`src/sccfg_pkg.sv`:
```
/*
 * Package for the serial port control block: register map, field positions,
 * reset values and the bundled types for the control register and the pin set.
 * Assumes a single 20 MHz clock domain and an APB register bus.
 */
`default_nettype none
package sccfg_pkg;
    localparam logic [11:0] ctrl1_offset    = 12'h000;
    localparam logic [11:0] status_offset   = 12'h004;
    localparam logic [11:0] txdata_offset   = 12'h008;
    localparam logic [11:0] rxdata_offset   = 12'h00C;
    localparam logic [11:0] config2_offset  = 12'h010;

    localparam int ctrl1_width            = 16;
    localparam logic [15:0] ctrl1_reset   = 16'h0000;
    localparam logic [15:0] ctrl1_mask    = 16'h1FFF;
    localparam int clock_pin_disable_pos  = 12;
    localparam int data_out_pin_disable_pos = 11;
    localparam int word_width_select_pos  = 10;
    localparam int sample_phase_pos       = 9;
    localparam int clock_edge_pos         = 8;
    localparam int slave_select_enable_pos = 7;
    localparam int clock_polarity_pos     = 6;
    localparam int master_enable_pos      = 5;
    localparam int secondary_prescale_lsb = 2;
    localparam int primary_prescale_lsb   = 0;
    localparam int framed_mode_enable_pos = 0;
    localparam int port_enable_pos        = 1;

    localparam int fifo_depth = 32;
    localparam int word_bits  = 16;

    typedef struct packed {
        logic        clock_pin_disable;
        logic        data_out_pin_disable;
        logic        word_width_select;
        logic        sample_phase;
        logic        clock_edge;
        logic        slave_select_enable;
        logic        clock_polarity;
        logic        master_enable;
        logic [2:0]  secondary_prescale;
        logic [1:0]  primary_prescale;
    } sccfg_ctrl_s;

    typedef struct packed {
        logic        sck_o;
        logic        sck_oe_n;
        logic        sdo_o;
        logic        sdo_oe_n;
    } sccfg_pins_s;
endpackage
`default_nettype wire

```
`src/sccfg_top.sv`:
```
/*
 * Serial peripheral port with one 16-bit control register reached over APB.
 * Holds the role, word width, clock polarity and edge, sample phase,
 * slave-select use, pin release and two cascaded clock prescalers.
 * Transmit words come from a 32-entry FIFO filled by software writes.
 * Assumes pins are resolved outside from the enables; pin inputs are async.
 */
// Notes on behaviour
// - Clock-pin disable releases clock pin in master
// - Data-out disable releases the data output pin
// - Width bit selects 16-bit or 8-bit words
// - Sample phase: end or middle of bit
// - Clock-edge bit picks data change edge
// - Polarity bit sets idle clock level
// - Role bit selects master or slave
// - Slave-select enable qualifies slave transfers
// - Secondary prescale 111 by 1, 000 by 8
// - Primary prescale 11/10/01/00 by 1/4/16/64
// - Framed mode ignores the clock-edge bit
// - Top three control bits read zero
`timescale 1ns/1ps
`default_nettype none
module sccfg_top #(
    parameter int fifo_depth = sccfg_pkg::fifo_depth
) (
    // Clock and reset
    input  wire logic        pclk,
    input  wire logic        presetn,
    // APB slave
    input  wire logic        psel,
    input  wire logic        penable,
    input  wire logic        pwrite,
    input  wire logic [11:0] paddr,
    input  wire logic [31:0] pwdata,
    output logic [31:0]      prdata,
    output logic             pready,
    output logic             pslverr,
    // Serial clock pin
    input  wire logic        serial_clock_pin_i,
    output logic             serial_clock_pin_o,
    output logic             serial_clock_pin_oe_n,
    // Serial data pins
    output logic             serial_data_out_pin_o,
    output logic             serial_data_out_pin_oe_n,
    input  wire logic        serial_data_in_pin,
    // Slave select, active low
    input  wire logic        slave_select_pin_n
);
    initial
    begin
        if (fifo_depth < 2)
            $error("fifo_depth must be at least 2");
    end

    typedef enum logic [1:0] {
        st_idle = 2'b00,
        st_lead = 2'b01,
        st_trail = 2'b10
    } sccfg_state_e;

    typedef struct packed {
        sccfg_pkg::sccfg_ctrl_s ctrl;
        logic        framed;
        logic        enable;
        sccfg_state_e state;
        logic [9:0]  div_cnt;
        logic [4:0]  bit_cnt;
        logic [15:0] shift_tx;
        logic [15:0] shift_rx;
        logic [15:0] rx_data;
        logic        rx_full;
        logic        sck;
        logic        mid_sample;
        logic [2:0]  sck_sync;
        logic [1:0]  sdi_sync;
        logic [1:0]  ss_sync;
    } sccfg_st_s;

    sccfg_st_s   st_r;
    sccfg_st_s   st_nxt;
    logic        fifo_valid;
    logic        fifo_pop;
    logic [15:0] fifo_data;
    logic        fifo_full;
    logic        fifo_empty;
    logic        fifo_ready;
    logic        wr_acc;
    logic        rd_acc;
    logic        tx_push;
    logic        tick;
    logic        slave_sel;
    logic        sck_rise;
    logic        sck_fall;
    logic        lead_edge;
    logic        trail_edge;
    logic        use_edge;
    logic [4:0]  word_len;

    // secondary ratio is eight minus code times primary
    function automatic logic [9:0] div_ratio(input logic [2:0] sec, input logic [1:0] pri);
        logic [9:0] s;
        logic [9:0] p;
        s = 10'(4'd8 - {1'b0, sec});
        unique case (pri)
            2'b11: p = 10'h001;
            2'b10: p = 10'h004;
            2'b01: p = 10'h010;
            2'b00: p = 10'h040;
        endcase
        return 10'(s * p);
    endfunction

    assign wr_acc  = psel && penable && pwrite;
    assign rd_acc  = psel && penable && !pwrite;
    assign tx_push = wr_acc && (paddr == sccfg_pkg::txdata_offset);
    assign pready  = 1'b1;
    assign pslverr = 1'b0;

    assign word_len = st_r.ctrl.word_width_select ? 5'd16 : 5'd8;

    // slave-select only qualifies when enabled in slave mode
    assign slave_sel = !st_r.ctrl.slave_select_enable || !st_r.ss_sync[1];

    assign tick = (st_r.div_cnt == 10'(div_ratio(st_r.ctrl.secondary_prescale,
                                                 st_r.ctrl.primary_prescale) - 10'd1));

    // Edges of the synchronised external clock, after the two-flop stage.
    assign sck_rise = st_r.sck_sync[1] && !st_r.sck_sync[2];
    assign sck_fall = !st_r.sck_sync[1] && st_r.sck_sync[2];
    // leading edge leaves the idle level
    assign lead_edge  = st_r.ctrl.clock_polarity ? sck_fall : sck_rise;
    assign trail_edge = st_r.ctrl.clock_polarity ? sck_rise : sck_fall;
    // framed mode ignores the clock-edge bit
    assign use_edge = st_r.framed ? 1'b0 : st_r.ctrl.clock_edge;

    assign fifo_pop = st_r.enable && (st_r.state == st_idle) && fifo_valid &&
                      (st_r.ctrl.master_enable || slave_sel);

    sccfg_fifo #(
        .width(sccfg_pkg::word_bits),
        .depth(fifo_depth)
    ) u_fifo (
        .pclk      (pclk),
        .presetn   (presetn),
        .in_valid  (tx_push),
        .in_ready  (fifo_ready),
        .in_data   (pwdata[15:0]),
        .out_valid (fifo_valid),
        .out_ready (fifo_pop),
        .out_data  (fifo_data),
        .full      (fifo_full),
        .empty     (fifo_empty)
    );

    always_comb
    begin
        st_nxt = st_r;
        st_nxt.sck_sync = {st_r.sck_sync[1:0], serial_clock_pin_i};
        st_nxt.sdi_sync = {st_r.sdi_sync[0], serial_data_in_pin};
        st_nxt.ss_sync  = {st_r.ss_sync[0], slave_select_pin_n};
        if (wr_acc && paddr == sccfg_pkg::ctrl1_offset)
            st_nxt.ctrl = pwdata[12:0];
        if (wr_acc && paddr == sccfg_pkg::config2_offset)
        begin
            st_nxt.framed = pwdata[sccfg_pkg::framed_mode_enable_pos];
            st_nxt.enable = pwdata[sccfg_pkg::port_enable_pos];
        end
        if (rd_acc && paddr == sccfg_pkg::rxdata_offset)
            st_nxt.rx_full = 1'b0;
        st_nxt.div_cnt = (tick || st_r.state == st_idle) ? 10'd0 : st_r.div_cnt + 10'd1;
        unique case (st_r.state)
            st_idle:
            begin
                // clock rests at the idle level
                st_nxt.sck = st_r.ctrl.clock_polarity;
                if (fifo_pop)
                begin
                    st_nxt.shift_tx = st_r.ctrl.word_width_select ? fifo_data
                                                                  : {fifo_data[7:0], 8'h00};
                    st_nxt.bit_cnt = 5'd0;
                    st_nxt.state = st_lead;
                end
            end
            st_lead:
            begin
                // master makes the clock; slave follows pin edges
                if (st_r.ctrl.master_enable ? tick : lead_edge)
                begin
                    st_nxt.sck = !st_r.ctrl.clock_polarity;
                    // middle sampling on the leading edge
                    if (!(st_r.ctrl.master_enable && st_r.ctrl.sample_phase))
                        st_nxt.shift_rx = {st_r.shift_rx[14:0], st_r.sdi_sync[1]};
                    // with clock-edge clear or in framed mode, data changes on idle-to-active
                    if (!use_edge && st_r.bit_cnt != 5'd0)
                        st_nxt.shift_tx = {st_r.shift_tx[14:0], 1'b0};
                    st_nxt.state = st_trail;
                end
                if (!st_r.ctrl.master_enable && !slave_sel)
                    st_nxt.state = st_idle;
            end
            st_trail:
            begin
                if (st_r.ctrl.master_enable ? tick : trail_edge)
                begin
                    st_nxt.sck = st_r.ctrl.clock_polarity;
                    // end-of-bit sampling on the trailing edge
                    if (st_r.ctrl.master_enable && st_r.ctrl.sample_phase)
                        st_nxt.shift_rx = {st_r.shift_rx[14:0], st_r.sdi_sync[1]};
                    // data changes on the trailing edge
                    if (use_edge)
                        st_nxt.shift_tx = {st_r.shift_tx[14:0], 1'b0};
                    st_nxt.bit_cnt = st_r.bit_cnt + 5'd1;
                    st_nxt.state = st_lead;
                    // stop after eight or sixteen bits
                    if (st_r.bit_cnt + 5'd1 == word_len)
                    begin
                        st_nxt.state = st_idle;
                        st_nxt.rx_full = 1'b1;
                        st_nxt.rx_data = st_r.ctrl.word_width_select
                            ? {st_nxt.shift_rx}
                            : {8'h00, st_nxt.shift_rx[7:0]};
                    end
                end
                if (!st_r.ctrl.master_enable && !slave_sel)
                    st_nxt.state = st_idle;
            end
            default:
                st_nxt.state = st_idle;
        endcase
        if (!st_r.enable)
            st_nxt.state = st_idle;
    end

    always_ff @(posedge pclk or negedge presetn)
    begin
        if (!presetn)
            st_r <= '0;
        else
            st_r <= st_nxt;
    end

    always_comb
    begin
        prdata = 32'h0000_0000;
        if (rd_acc)
        begin
            unique case (paddr)
                sccfg_pkg::ctrl1_offset:   prdata = {19'h0_0000, st_r.ctrl};
                sccfg_pkg::status_offset:  prdata = {27'h000_0000, fifo_full, fifo_empty,
                                                     st_r.rx_full, st_r.state != st_idle,
                                                     fifo_ready};
                sccfg_pkg::rxdata_offset:  prdata = {16'h0000, st_r.rx_data};
                sccfg_pkg::config2_offset: prdata = {30'h0000_0000, st_r.enable, st_r.framed};
                default:                   prdata = 32'h0000_0000;
            endcase
        end
    end

    // master drives the clock unless clock-pin disable is set
    assign serial_clock_pin_o    = st_r.sck;
    assign serial_clock_pin_oe_n = !(st_r.ctrl.master_enable && !st_r.ctrl.clock_pin_disable);
    // data-out disable releases the output pin
    assign serial_data_out_pin_o    = st_r.shift_tx[15];
    assign serial_data_out_pin_oe_n = st_r.ctrl.data_out_pin_disable ||
        (!st_r.ctrl.master_enable && !slave_sel);
endmodule
`default_nettype wire

```
`src/sccfg_fifo.sv`:
```
/*
 * Synchronous flip-flop FIFO with valid/ready on both sides.
 * Assumes one clock and asynchronous active-low reset.
 */
`timescale 1ns/1ps
`default_nettype none
module sccfg_fifo #(
    parameter int width = 16,
    parameter int depth = 32
) (
    // Clock and reset
    input  wire logic             pclk,
    input  wire logic             presetn,
    // Fill side
    input  wire logic             in_valid,
    output logic                  in_ready,
    input  wire logic [width-1:0] in_data,
    // Drain side
    output logic                  out_valid,
    input  wire logic             out_ready,
    output logic [width-1:0]      out_data,
    // Status
    output logic                  full,
    output logic                  empty
);
    localparam int aw = $clog2(depth);

    initial
    begin
        if (depth < 2 || (1 << aw) != depth)
            $error("fifo depth must be a power of two of at least 2");
    end

    typedef struct packed {
        logic [depth-1:0][width-1:0] mem;
        logic [aw:0]                 wr;
        logic [aw:0]                 rd;
    } sccfg_fifo_s;

    sccfg_fifo_s st_r;
    sccfg_fifo_s st_nxt;
    logic        push;
    logic        pop;

    assign empty     = (st_r.wr == st_r.rd);
    assign full      = (st_r.wr[aw-1:0] == st_r.rd[aw-1:0]) && (st_r.wr[aw] != st_r.rd[aw]);
    assign in_ready  = !full;
    assign out_valid = !empty;
    assign out_data  = st_r.mem[st_r.rd[aw-1:0]];
    assign push      = in_valid && !full;
    assign pop       = out_ready && !empty;

    always_comb
    begin
        st_nxt = st_r;
        if (push)
        begin
            st_nxt.mem[st_r.wr[aw-1:0]] = in_data;
            st_nxt.wr = st_r.wr + 1'b1;
        end
        if (pop)
            st_nxt.rd = st_r.rd + 1'b1;
    end

    always_ff @(posedge pclk or negedge presetn)
    begin
        if (!presetn)
            st_r <= '0;
        else
            st_r <= st_nxt;
    end
endmodule
`default_nettype wire

```
`config.mk`:
```
export PLATFORM = sky130hd
export DESIGN_NAME = sccfg_top
export DESIGN_NICKNAME = d
export VERILOG_FILES = /design/src/sccfg_pkg.sv /design/src/sccfg_top.sv /design/src/sccfg_fifo.sv
export SDC_FILE = /design/constraint.sdc
export NUM_CORES = 1
export LEC_CHECK = 0
export ABC_AREA = 1
export BUFFER_PORTS_ARGS = -buffer_cell sky130_fd_sc_hd__buf_2
export CAP_MARGIN = 20
export CORE_ASPECT_RATIO = 1.25
export CORE_MARGIN = 4
export CORE_UTILIZATION = 50
export DETAILED_ROUTE_END_ITERATION = 10
export MAX_ROUTING_LAYER = met4
export PLACE_DENSITY = 0.72
export SETUP_SLACK_MARGIN = 0.1
export SLEW_MARGIN = 20
export SYNTH_ARGS = -nofsm -noshare
export SYNTH_HDL_FRONTEND = slang
export SYNTH_HIERARCHICAL = 1
export SYNTH_SLANG_ARGS = --single-unit
```
`constraint.sdc`:
```
create_clock -name pclk -period 5.05 [get_ports pclk]
set_input_delay 0.7575 -clock pclk [delete_from_list [all_inputs] [get_ports pclk]]
set_output_delay 0.7575 -clock pclk [all_outputs]
set_load 0.02 [all_outputs]
```
==> metrics.md, run 1 <==
| Metric | Value |
|---|---|
| Synth Cell Area | roughly 35,000 um2 |
| WL/cell | roughly 19 um |
| Power density cells | roughly 270 nW/um2 |
| Largest net degree at the start of global routing | 130 |
| Yosys Warn Count | 6 |
| HP Class | input port to async pin |
| Worst slew margin | 19.0% |
| Yosys top cell area share | about 44% |
| Worst-skew pair later-pin latency | around 0.61 ns |
| Fin. max-slew vios | 0 |
| EDFF count, synth | 0 |
| Die ar. | 74,400 um2 |
| Worst VDD drop | approximately 0.00035 V |
| Die Wd | approximately 240 um |
| FMAX | between 200 and 250 MHz |
| Share of post-route cells with drive strength above 1 | approximately 8.6% |
| Synth top area cells | dfrtp_1 (44%), nand2_1 (23%), nand4_1 (9.3%) |
| Routability Congestion | approximately 0.93 |
| Global Route Usage Sum | ~29% |
| Final net count | 4,811 |
| Synthesis-to-finish area growth | 7.60% |
| Vias/cell | between 5 and 6 |
| Initial antenna violation count | 0 |
| Core Area | a little under 70,000 um2 |
| Longest Clk Path Bufs | 3 |
| Final period utilization | between 80 and 90% |
| Vias in the first global route | between 30,000 and 40,000 |
| Final instance area | roughly 38,000 um2 |
| ANT nets after route | 0 |
| WP data arrival | 4.92 ns |
| Endpoint type of the worst setup path | flip-flop |
| Synth async-reset ratio | 100% |
| 1st-iter DRT viols | 3,710 |
| Tmin final | about 4.4 ns |
| CTS buffer count | 68 |
| Rows | approximately 110 |
| Library cells used by synthesis | 45 |
| Syn Area/Cell | 7.20 um2 |
| CTS H-tree lvls | 3 |
| Total routed wirelength | 106,000 um |
| DP Area | between 30,000 and 40,000 um2 |
| Leak | 20.3 nW |
| Most frequent cells in the layout | nand2_1 (2,101), dfrtp_1 (610), nand4_1 (519) |
| Status | finished, final reports clean |
| Ant diodes | 0 |
| CP Class | flip-flop to flip-flop |
| # Post-CTS Setup Buffers | 0 |
| Die H | between 300 and 400 um |
| Clock Sinks | between 600 and 700 |
| CTS Hold Bufs | 0 |
| # DRC | 0 |
| R2R Path Start | st_r[79]$_DFFE_PN0P_ |
| Router iterations before antenna repair | 6 |
| Critical path launch point type | flip-flop |
| RSZ-0062 raised after global routing | no |
| Max-cap violations | 0 |
| Post-synthesis register bit count | between 600 and 700 |
| Total number of vias | 32,338 |
| Sum Neg Setup Slack | 0 ns |
| Crit path required time | around 5.6 ns |
| Count of cells resized by post-cts repair | 0 |
| I/O pin cnt | 90 |
| Synth Instances | 4,864 |
| Final Hold Viols | 0 |
| Root buffer cell | clkbuf_16 |
| Commonest non-fill, non-tap cell in the layout | nand2_1 |
| Ys flop type | dfrtp_1 |
| Seq/Total Area, Yosys | a little over two fifths |
| CTS clk-pin slew, worst paths | ~0.06 ns |
| Gr ovfl total | 0 |
| Fillers | approximately 6,700 |
| Crit-path max FO | 26 |
| Port-buffer cells | 55 |
| Cell taking the most area after synthesis | dfrtp_1 |
| Final setup violation count | 0 |
| Core Util, Final | between 50% and 60% |
| First-pass GRT wire length | roughly 170,000 um |
| Post-DP HPWL | 62,200 um |
| Initial core utilization | between 50% and 60% |
| Setup Skew | 0.0205 ns |
| CTS tree | built |
| Worst Tran Pin Value | roughly 1.2 ns |
| Worst setup startpoint | st_r[79]$_DFFE_PN0P_ |
power by group:
part / switching (mW) / total [mW] / internal [mW]
combinational: 0.241 / 0.265 / 0.0241
clock: 2.06 / 5.18 / 3.12
sequential: 0.00185 / 4.92 / 4.92
flip-flops by register name, indices dropped and copies added, names as in the netlist:
signal / cells
u_fifo/st_r: 524
serial_clock_pin_o: 1
st_r: 83
serial_data_out_pin_o: 1
st_nxt: 4
area by class of cell:
class | count | area (um2) | share of cell area [%]
Tap cell | 935 | 1170 | 3.10
Clock buffer | 99 | 2050 | 5.45
Inverter | 418 | 1580 | 4.18
Multi-Input combinational cell | 3466 | 16100 | 42.7
Sequential cell | 613 | 15300 | 40.7
Clock inverter | 16 | 244 | 0.647
Timing Repair Buffer | 154 | 1220 | 3.23
metrics by stage:
step | cells | hold WS, ns | power [mW] | setup WS, ns
after detailed placement | 5586 | 0.338 | 5.27 | 0.649
final | 5701 | 0.166 | 10.4 | 0.653
after global placement | 5586 | 0.334 | 5.27 | 0.663
after global routing | 5701 | 0.240 | 10.7 | 0.182
after CTS | 5701 | 0.219 | 10.4 | 0.640
after floorplan | 4880 | 0.331 | 5.09 | 1.30
Yosys cell counts (15+ instances only):
cell type,count
nand2_1,2101
dfrtp_1,613
nand4_1,519
inv_1,399
nand3_1,316
clkbuf_1,145
nor2_1,145
o21ai_0,109
buf_1,89
or2_2,69
buf_6,61
buf_2,49
buf_4,39
ha_1,34
a21oi_1,21
nor2_2,19
inv_2,17
xor2_1,15
cell families after synthesis:
group	share of synthesized area, %
compound gates	2.41
xor+xnor	0.575
simple gates	40.8
flops	43.8
buf+inv	10.5
other cells	0.0214
mux	0.500
fa+ha+maj	1.44
critical path, cell delays in order (launching register included):
cell and delay, ns:
dfrtp_1 0.40, inv_1 0.18, ha_1 0.19, xor2_1 0.28
nor2_1 0.08, ha_1 0.27, inv_1 0.04, ha_1 0.20
fa_1 0.50, inv_1 0.04, ha_1 0.34, nand2_1 0.15
inv_1 0.07, a21oi_1 0.14, nand3_1 0.08, nand2_1 0.07
nand3_1 0.11, nor2_2 0.14, nand2_1 0.08, nand2_1 0.10
nand3_4 0.25, nor2_2 0.42, nand2_1 0.10, o21ai_0 0.09
per-layer routing:
metal	track usage, %	wire length (um)
met4	15.8	6290
met5	-	0
met1	37.8	43300
met3	2.83	7100
met2	44.6	49500
final timing paths:
| path | endpoint | slack, ns | cells after the start |
|---|---|---|---|
| setup / recovery | st_r[15]$_DFFE_PN0P_ | 0.65 | 23 |
| hold / removal | u_fifo/st_r[445]$_DFFE_PN0P_ | 0.17 | 1 |
| setup reg to reg | st_r[15]$_DFFE_PN0P_ | 0.65 | 23 |
| hold reg to reg | st_nxt[6]$_DFF_PN0_ | 0.35 | 0 |
| max in group asynchronous | u_fifo/st_r[222]$_DFFE_PN0P_ | 3.62 | 2 |
| min in group pclk | st_nxt[5]$_DFF_PN0_ | 0.26 | 1 |
Note: power is estimated with default switching activity, not from simulation.
==> run 2: changes to the inputs <==
--- a/config.mk
+++ b/config.mk
@@ -18,5 +18,4 @@
 export SLEW_MARGIN = 20
 export SYNTH_ARGS = -nofsm -noshare
 export SYNTH_HDL_FRONTEND = slang
-export SYNTH_HIERARCHICAL = 1
 export SYNTH_SLANG_ARGS = --single-unit
==> metrics.md, run 2 <==
| Metric | Value |
|---|---|
| Most numerous cell in the Yosys netlist | nand2_1 |
| Total number of vias | 24,415 (-25%) |
| CP Class | flip-flop to flip-flop |
| Net Sw Power | 2.19 mW (-5.0%) |
| Sw Ratio | 22.8% (+0.60 points) |
| WL/cell | 18.0 um (-3.4%) |
| Rows | 99 (-8.3%) |
| Final period utilization | 86.3% (-0.78 points) |
| Fillers | 5,391 (-20%) |
| Global Route Usage Sum | 25.2% (-3.7 points) |
| Crit path required time | 5.56 ns (about the same) |
| Fin. max-slew vios | 0 (unchanged) |
| Router iterations before antenna repair | 6 (unchanged) |
| # DRC | 0 (unchanged) |
| Routability Congestion | 0.898 (-3.4%) |
| CTS clk-pin slew, worst paths | 0.06 ns (about the same) |
| Critical path launch point type | flip-flop |
| Worst-skew pair later-pin latency | 0.64 ns (+0.03 ns) |
| Die ar. | 63,400 um2 (-15%) |
| Library cells used by synthesis | 43 (-4.4%) |
| Synth Instances | 3,638 (-25%) |
| Sum Neg Setup Slack | 0 ns (unchanged) |
| Endpoint type of the worst setup path | flip-flop |
| Synthesis-to-finish area growth | 7.54% (about the same) |
| I/O pin cnt | 90 (unchanged) |
| Gr ovfl total | 0 (unchanged) |
| R2r worst-path depth | 23 (unchanged) |
| Design Power | 9.58 mW (-7.5%) |
| Top reg by flops | u_fifo.st_r |
| CTS tree | built |
| Crit-path max FO | 16 (-38%) |
| Yosys Warn Count | 0 (-6) |
| Final Hold Viols | 0 (unchanged) |
| Vias in the first global route | 22,859 (-26%) |
| Count of cells resized by post-cts repair | 0 (unchanged) |
| Synth Cell Area | 29,700 um2 (-15%) |
| Comb pwr share | 3.8% (+1.2 points) |
| Initial antenna violation count | 1 (+1) |
| First-pass GRT wire length | 125,000 um (-26%) |
| Initial core utilization | 50.7% (+0.27 points) |
| Setup Skew | 0.0337 ns (+0.0132 ns) |
| Worst slew margin | 27.8% (+8.9 points) |
| Longest Clk Path Bufs | 3 (unchanged) |
| Final setup violation count | 0 (unchanged) |
| Hold Slack | 0.201 ns (+0.0344 ns) |
| Placed insts | 4,206 (-25%) |
| Clock Sinks | 613 (unchanged) |
| 1st-iter DRT viols | 2,510 (-32%) |
| Commonest non-fill, non-tap cell in the layout | nand2_1 |
| Post-synthesis register bit count | 613 (unchanged) |
| Die H | 281 um (-7.7%) |
| Cell-internal power | 7.39 mW (-8.2%) |
| Tmin final | 4.36 ns (-0.0393 ns) |
| Seq/Total Area, Yosys | 51.6% (+7.8 points) |
| Clock Power Share | 44.8% (-5.2 points) |
| Die Wd | 226 um (-7.6%) |
| Post-DP HPWL | 44,900 um (-28%) |
| Core Util, Final | 54.5% (+0.26 points) |
| Power density cells | 300 nW/um2 (+9.1%) |
| FMAX | 229 MHz (+0.90%) |
| CTS H-tree lvls | 2 (-1) |
| Syn Area/Cell | 8.16 um2 (+13%) |
| # Post-CTS Setup Buffers | 0 (unchanged) |
| EDFF count, synth | 0 (unchanged) |
| Most frequent cells in the layout | nand2_1 (904), o21ai_0 (712), dfrtp_1 (610) |
| Final cell count without fillers | 4,312 (-24%) |
| Leak | 15.0 nW (-26%) |
| RSZ-0062 raised after global routing | no |
| Vias/cell | 5.66 (-0.18%) |
| Synth async-reset ratio | 100% (unchanged) |
| Worst VDD drop | 0.000276 V (-22%) |
| Max-cap violations | 0 (unchanged) |
| Core Area | 58,600 um2 (-16%) |
| Share of post-route cells with drive strength above 1 | 7.32% (-1.2 points) |
| Ys flop type | dfrtp_1 |
| ANT nets after route | 0 (unchanged) |
| CTS buffer count | 59 (-13%) |
| Root buffer cell | clkbuf_16 |
| Largest net degree at the start of global routing | 167 (+28%) |
| Yosys top cell area share | 51.6% (+7.8 points) |
| Worst Tran Pin Value | 1.08 ns (-0.134 ns) |
| HP Class | input port to async pin |
| Status | finished, final reports clean |
| Final net count | 3,601 (-25%) |
| Worst reg2reg setup slack | 0.69 ns (+0.04 ns) |
| Port-buffer cells | 55 (unchanged) |
| Total routed wirelength | 77,500 um (-27%) |
| Sequential Power Share | 51.4% (+3.9 points) |
| Max reg flops | 524 (unchanged) |
| Top cells by count, synth | nand2_1 (904), o21ai_0 (712), dfrtp_1 (613), nor2_1 (360), clkbuf_1 (170) |
| WP data arrival | 4.87 ns (-0.05 ns) |
| Cell taking the most area after synthesis | dfrtp_1 |
| CTS Hold Bufs | 0 (unchanged) |
| Synth top area cells | dfrtp_1 (52%), o21ai_0 (12%), nand2_1 (11%) |
==> run 2: cell families (layout without fill, tap and decap cells) <==
logic type / Yosys count / in the layout / share of synthesized area (%)
simple gates: 1463 / 1463 / 20.6
compound gates: 1017 / 1017 / 18.1
flops: 613 / 613 / 51.6
buf+inv: 469 / 369 / 6.76
fa+ha+maj: 38 / 38 / 1.70
xor+xnor: 29 / 29 / 0.855
mux: 7 / 7 / 0.236
other cells: 2 / 19 / 0.0253
==> run 2: routing by layer <==
metal / up-vias / wire, um / track usage, %
li1: 11744 / - / -
met1: 11793 / 33700 / 33.7
met2: 739 / 36300 / 40.1
met3: 139 / 4680 / 3.05
met4: 0 / 2840 / 8.67
met5: - / 0 / -
==> run 2: cell type report <==
type	count	area [um2]	share of cell area [%]
tap	757	947	2.97
sequential	613	15300	48.1
timing repair buffer	95	718	2.25
multi-input combinational	2572	12400	38.9
clock inverter	18	186	0.584
antenna	1	2.50	0.00783
clock buffer	86	1680	5.25
inverter	170	644	2.02
==> run 2: worst max-delay path: stages (launching register included) <==
cell	delay [ns]
dfrtp_1	0.39
inv_2	0.16
ha_1	0.18
xor2_1	0.28
nor2_1	0.08
ha_1	0.29
inv_1	0.04
ha_1	0.20
fa_1	0.50
inv_1	0.05
ha_1	0.37
nand2_1	0.12
nor2_1	0.10
nand2_1	0.06
nand3_1	0.06
nand2_1	0.05
nand2_1	0.09
nand2_1	0.06
nor2_2	0.17
nand3_4	0.16
nand3_2	0.18
nand4_2	0.41
nand2_1	0.18
nand2_1	0.07
==> run 2: metrics by stage <==
step           setup WS, ns  area (um2)
2_1_floorplan          1.30       29800
3_3_place_gp          0.741       30000
3_5_place_dp          0.691       30000
4_1_cts               0.680       31900
5_1_grt               0.308       31900
6_report              0.692       31900
==> run 2: power by group through the flow <==
stage          Clock, mW  Sequential [mW]  Combinational, mW
5_1_grt             4.57             4.92              0.413
4_1_cts             4.35             4.92              0.370
6_report            4.29             4.92              0.368
3_3_place_gp           0             5.01              0.368
2_1_floorplan          0             5.01              0.176
3_5_place_dp           0             5.01              0.369
==> run 2: worst paths after layout <==
path / start / end
setup / recovery: st_r[79]$_DFFE_PN0P_ / st_r[51]$_DFFE_PN0P_
max in group asynchronous: presetn / u_fifo.st_r[398]$_DFFE_PN0P_
setup reg to reg: st_r[79]$_DFFE_PN0P_ / st_r[51]$_DFFE_PN0P_
hold / removal: presetn / st_r[71]$_DFF_PN0_
min in group pclk: slave_select_pin_n / st_nxt[1]$_DFF_PN0_
hold reg to reg: st_nxt[5]$_DFF_PN0_ / st_nxt[6]$_DFF_PN0_
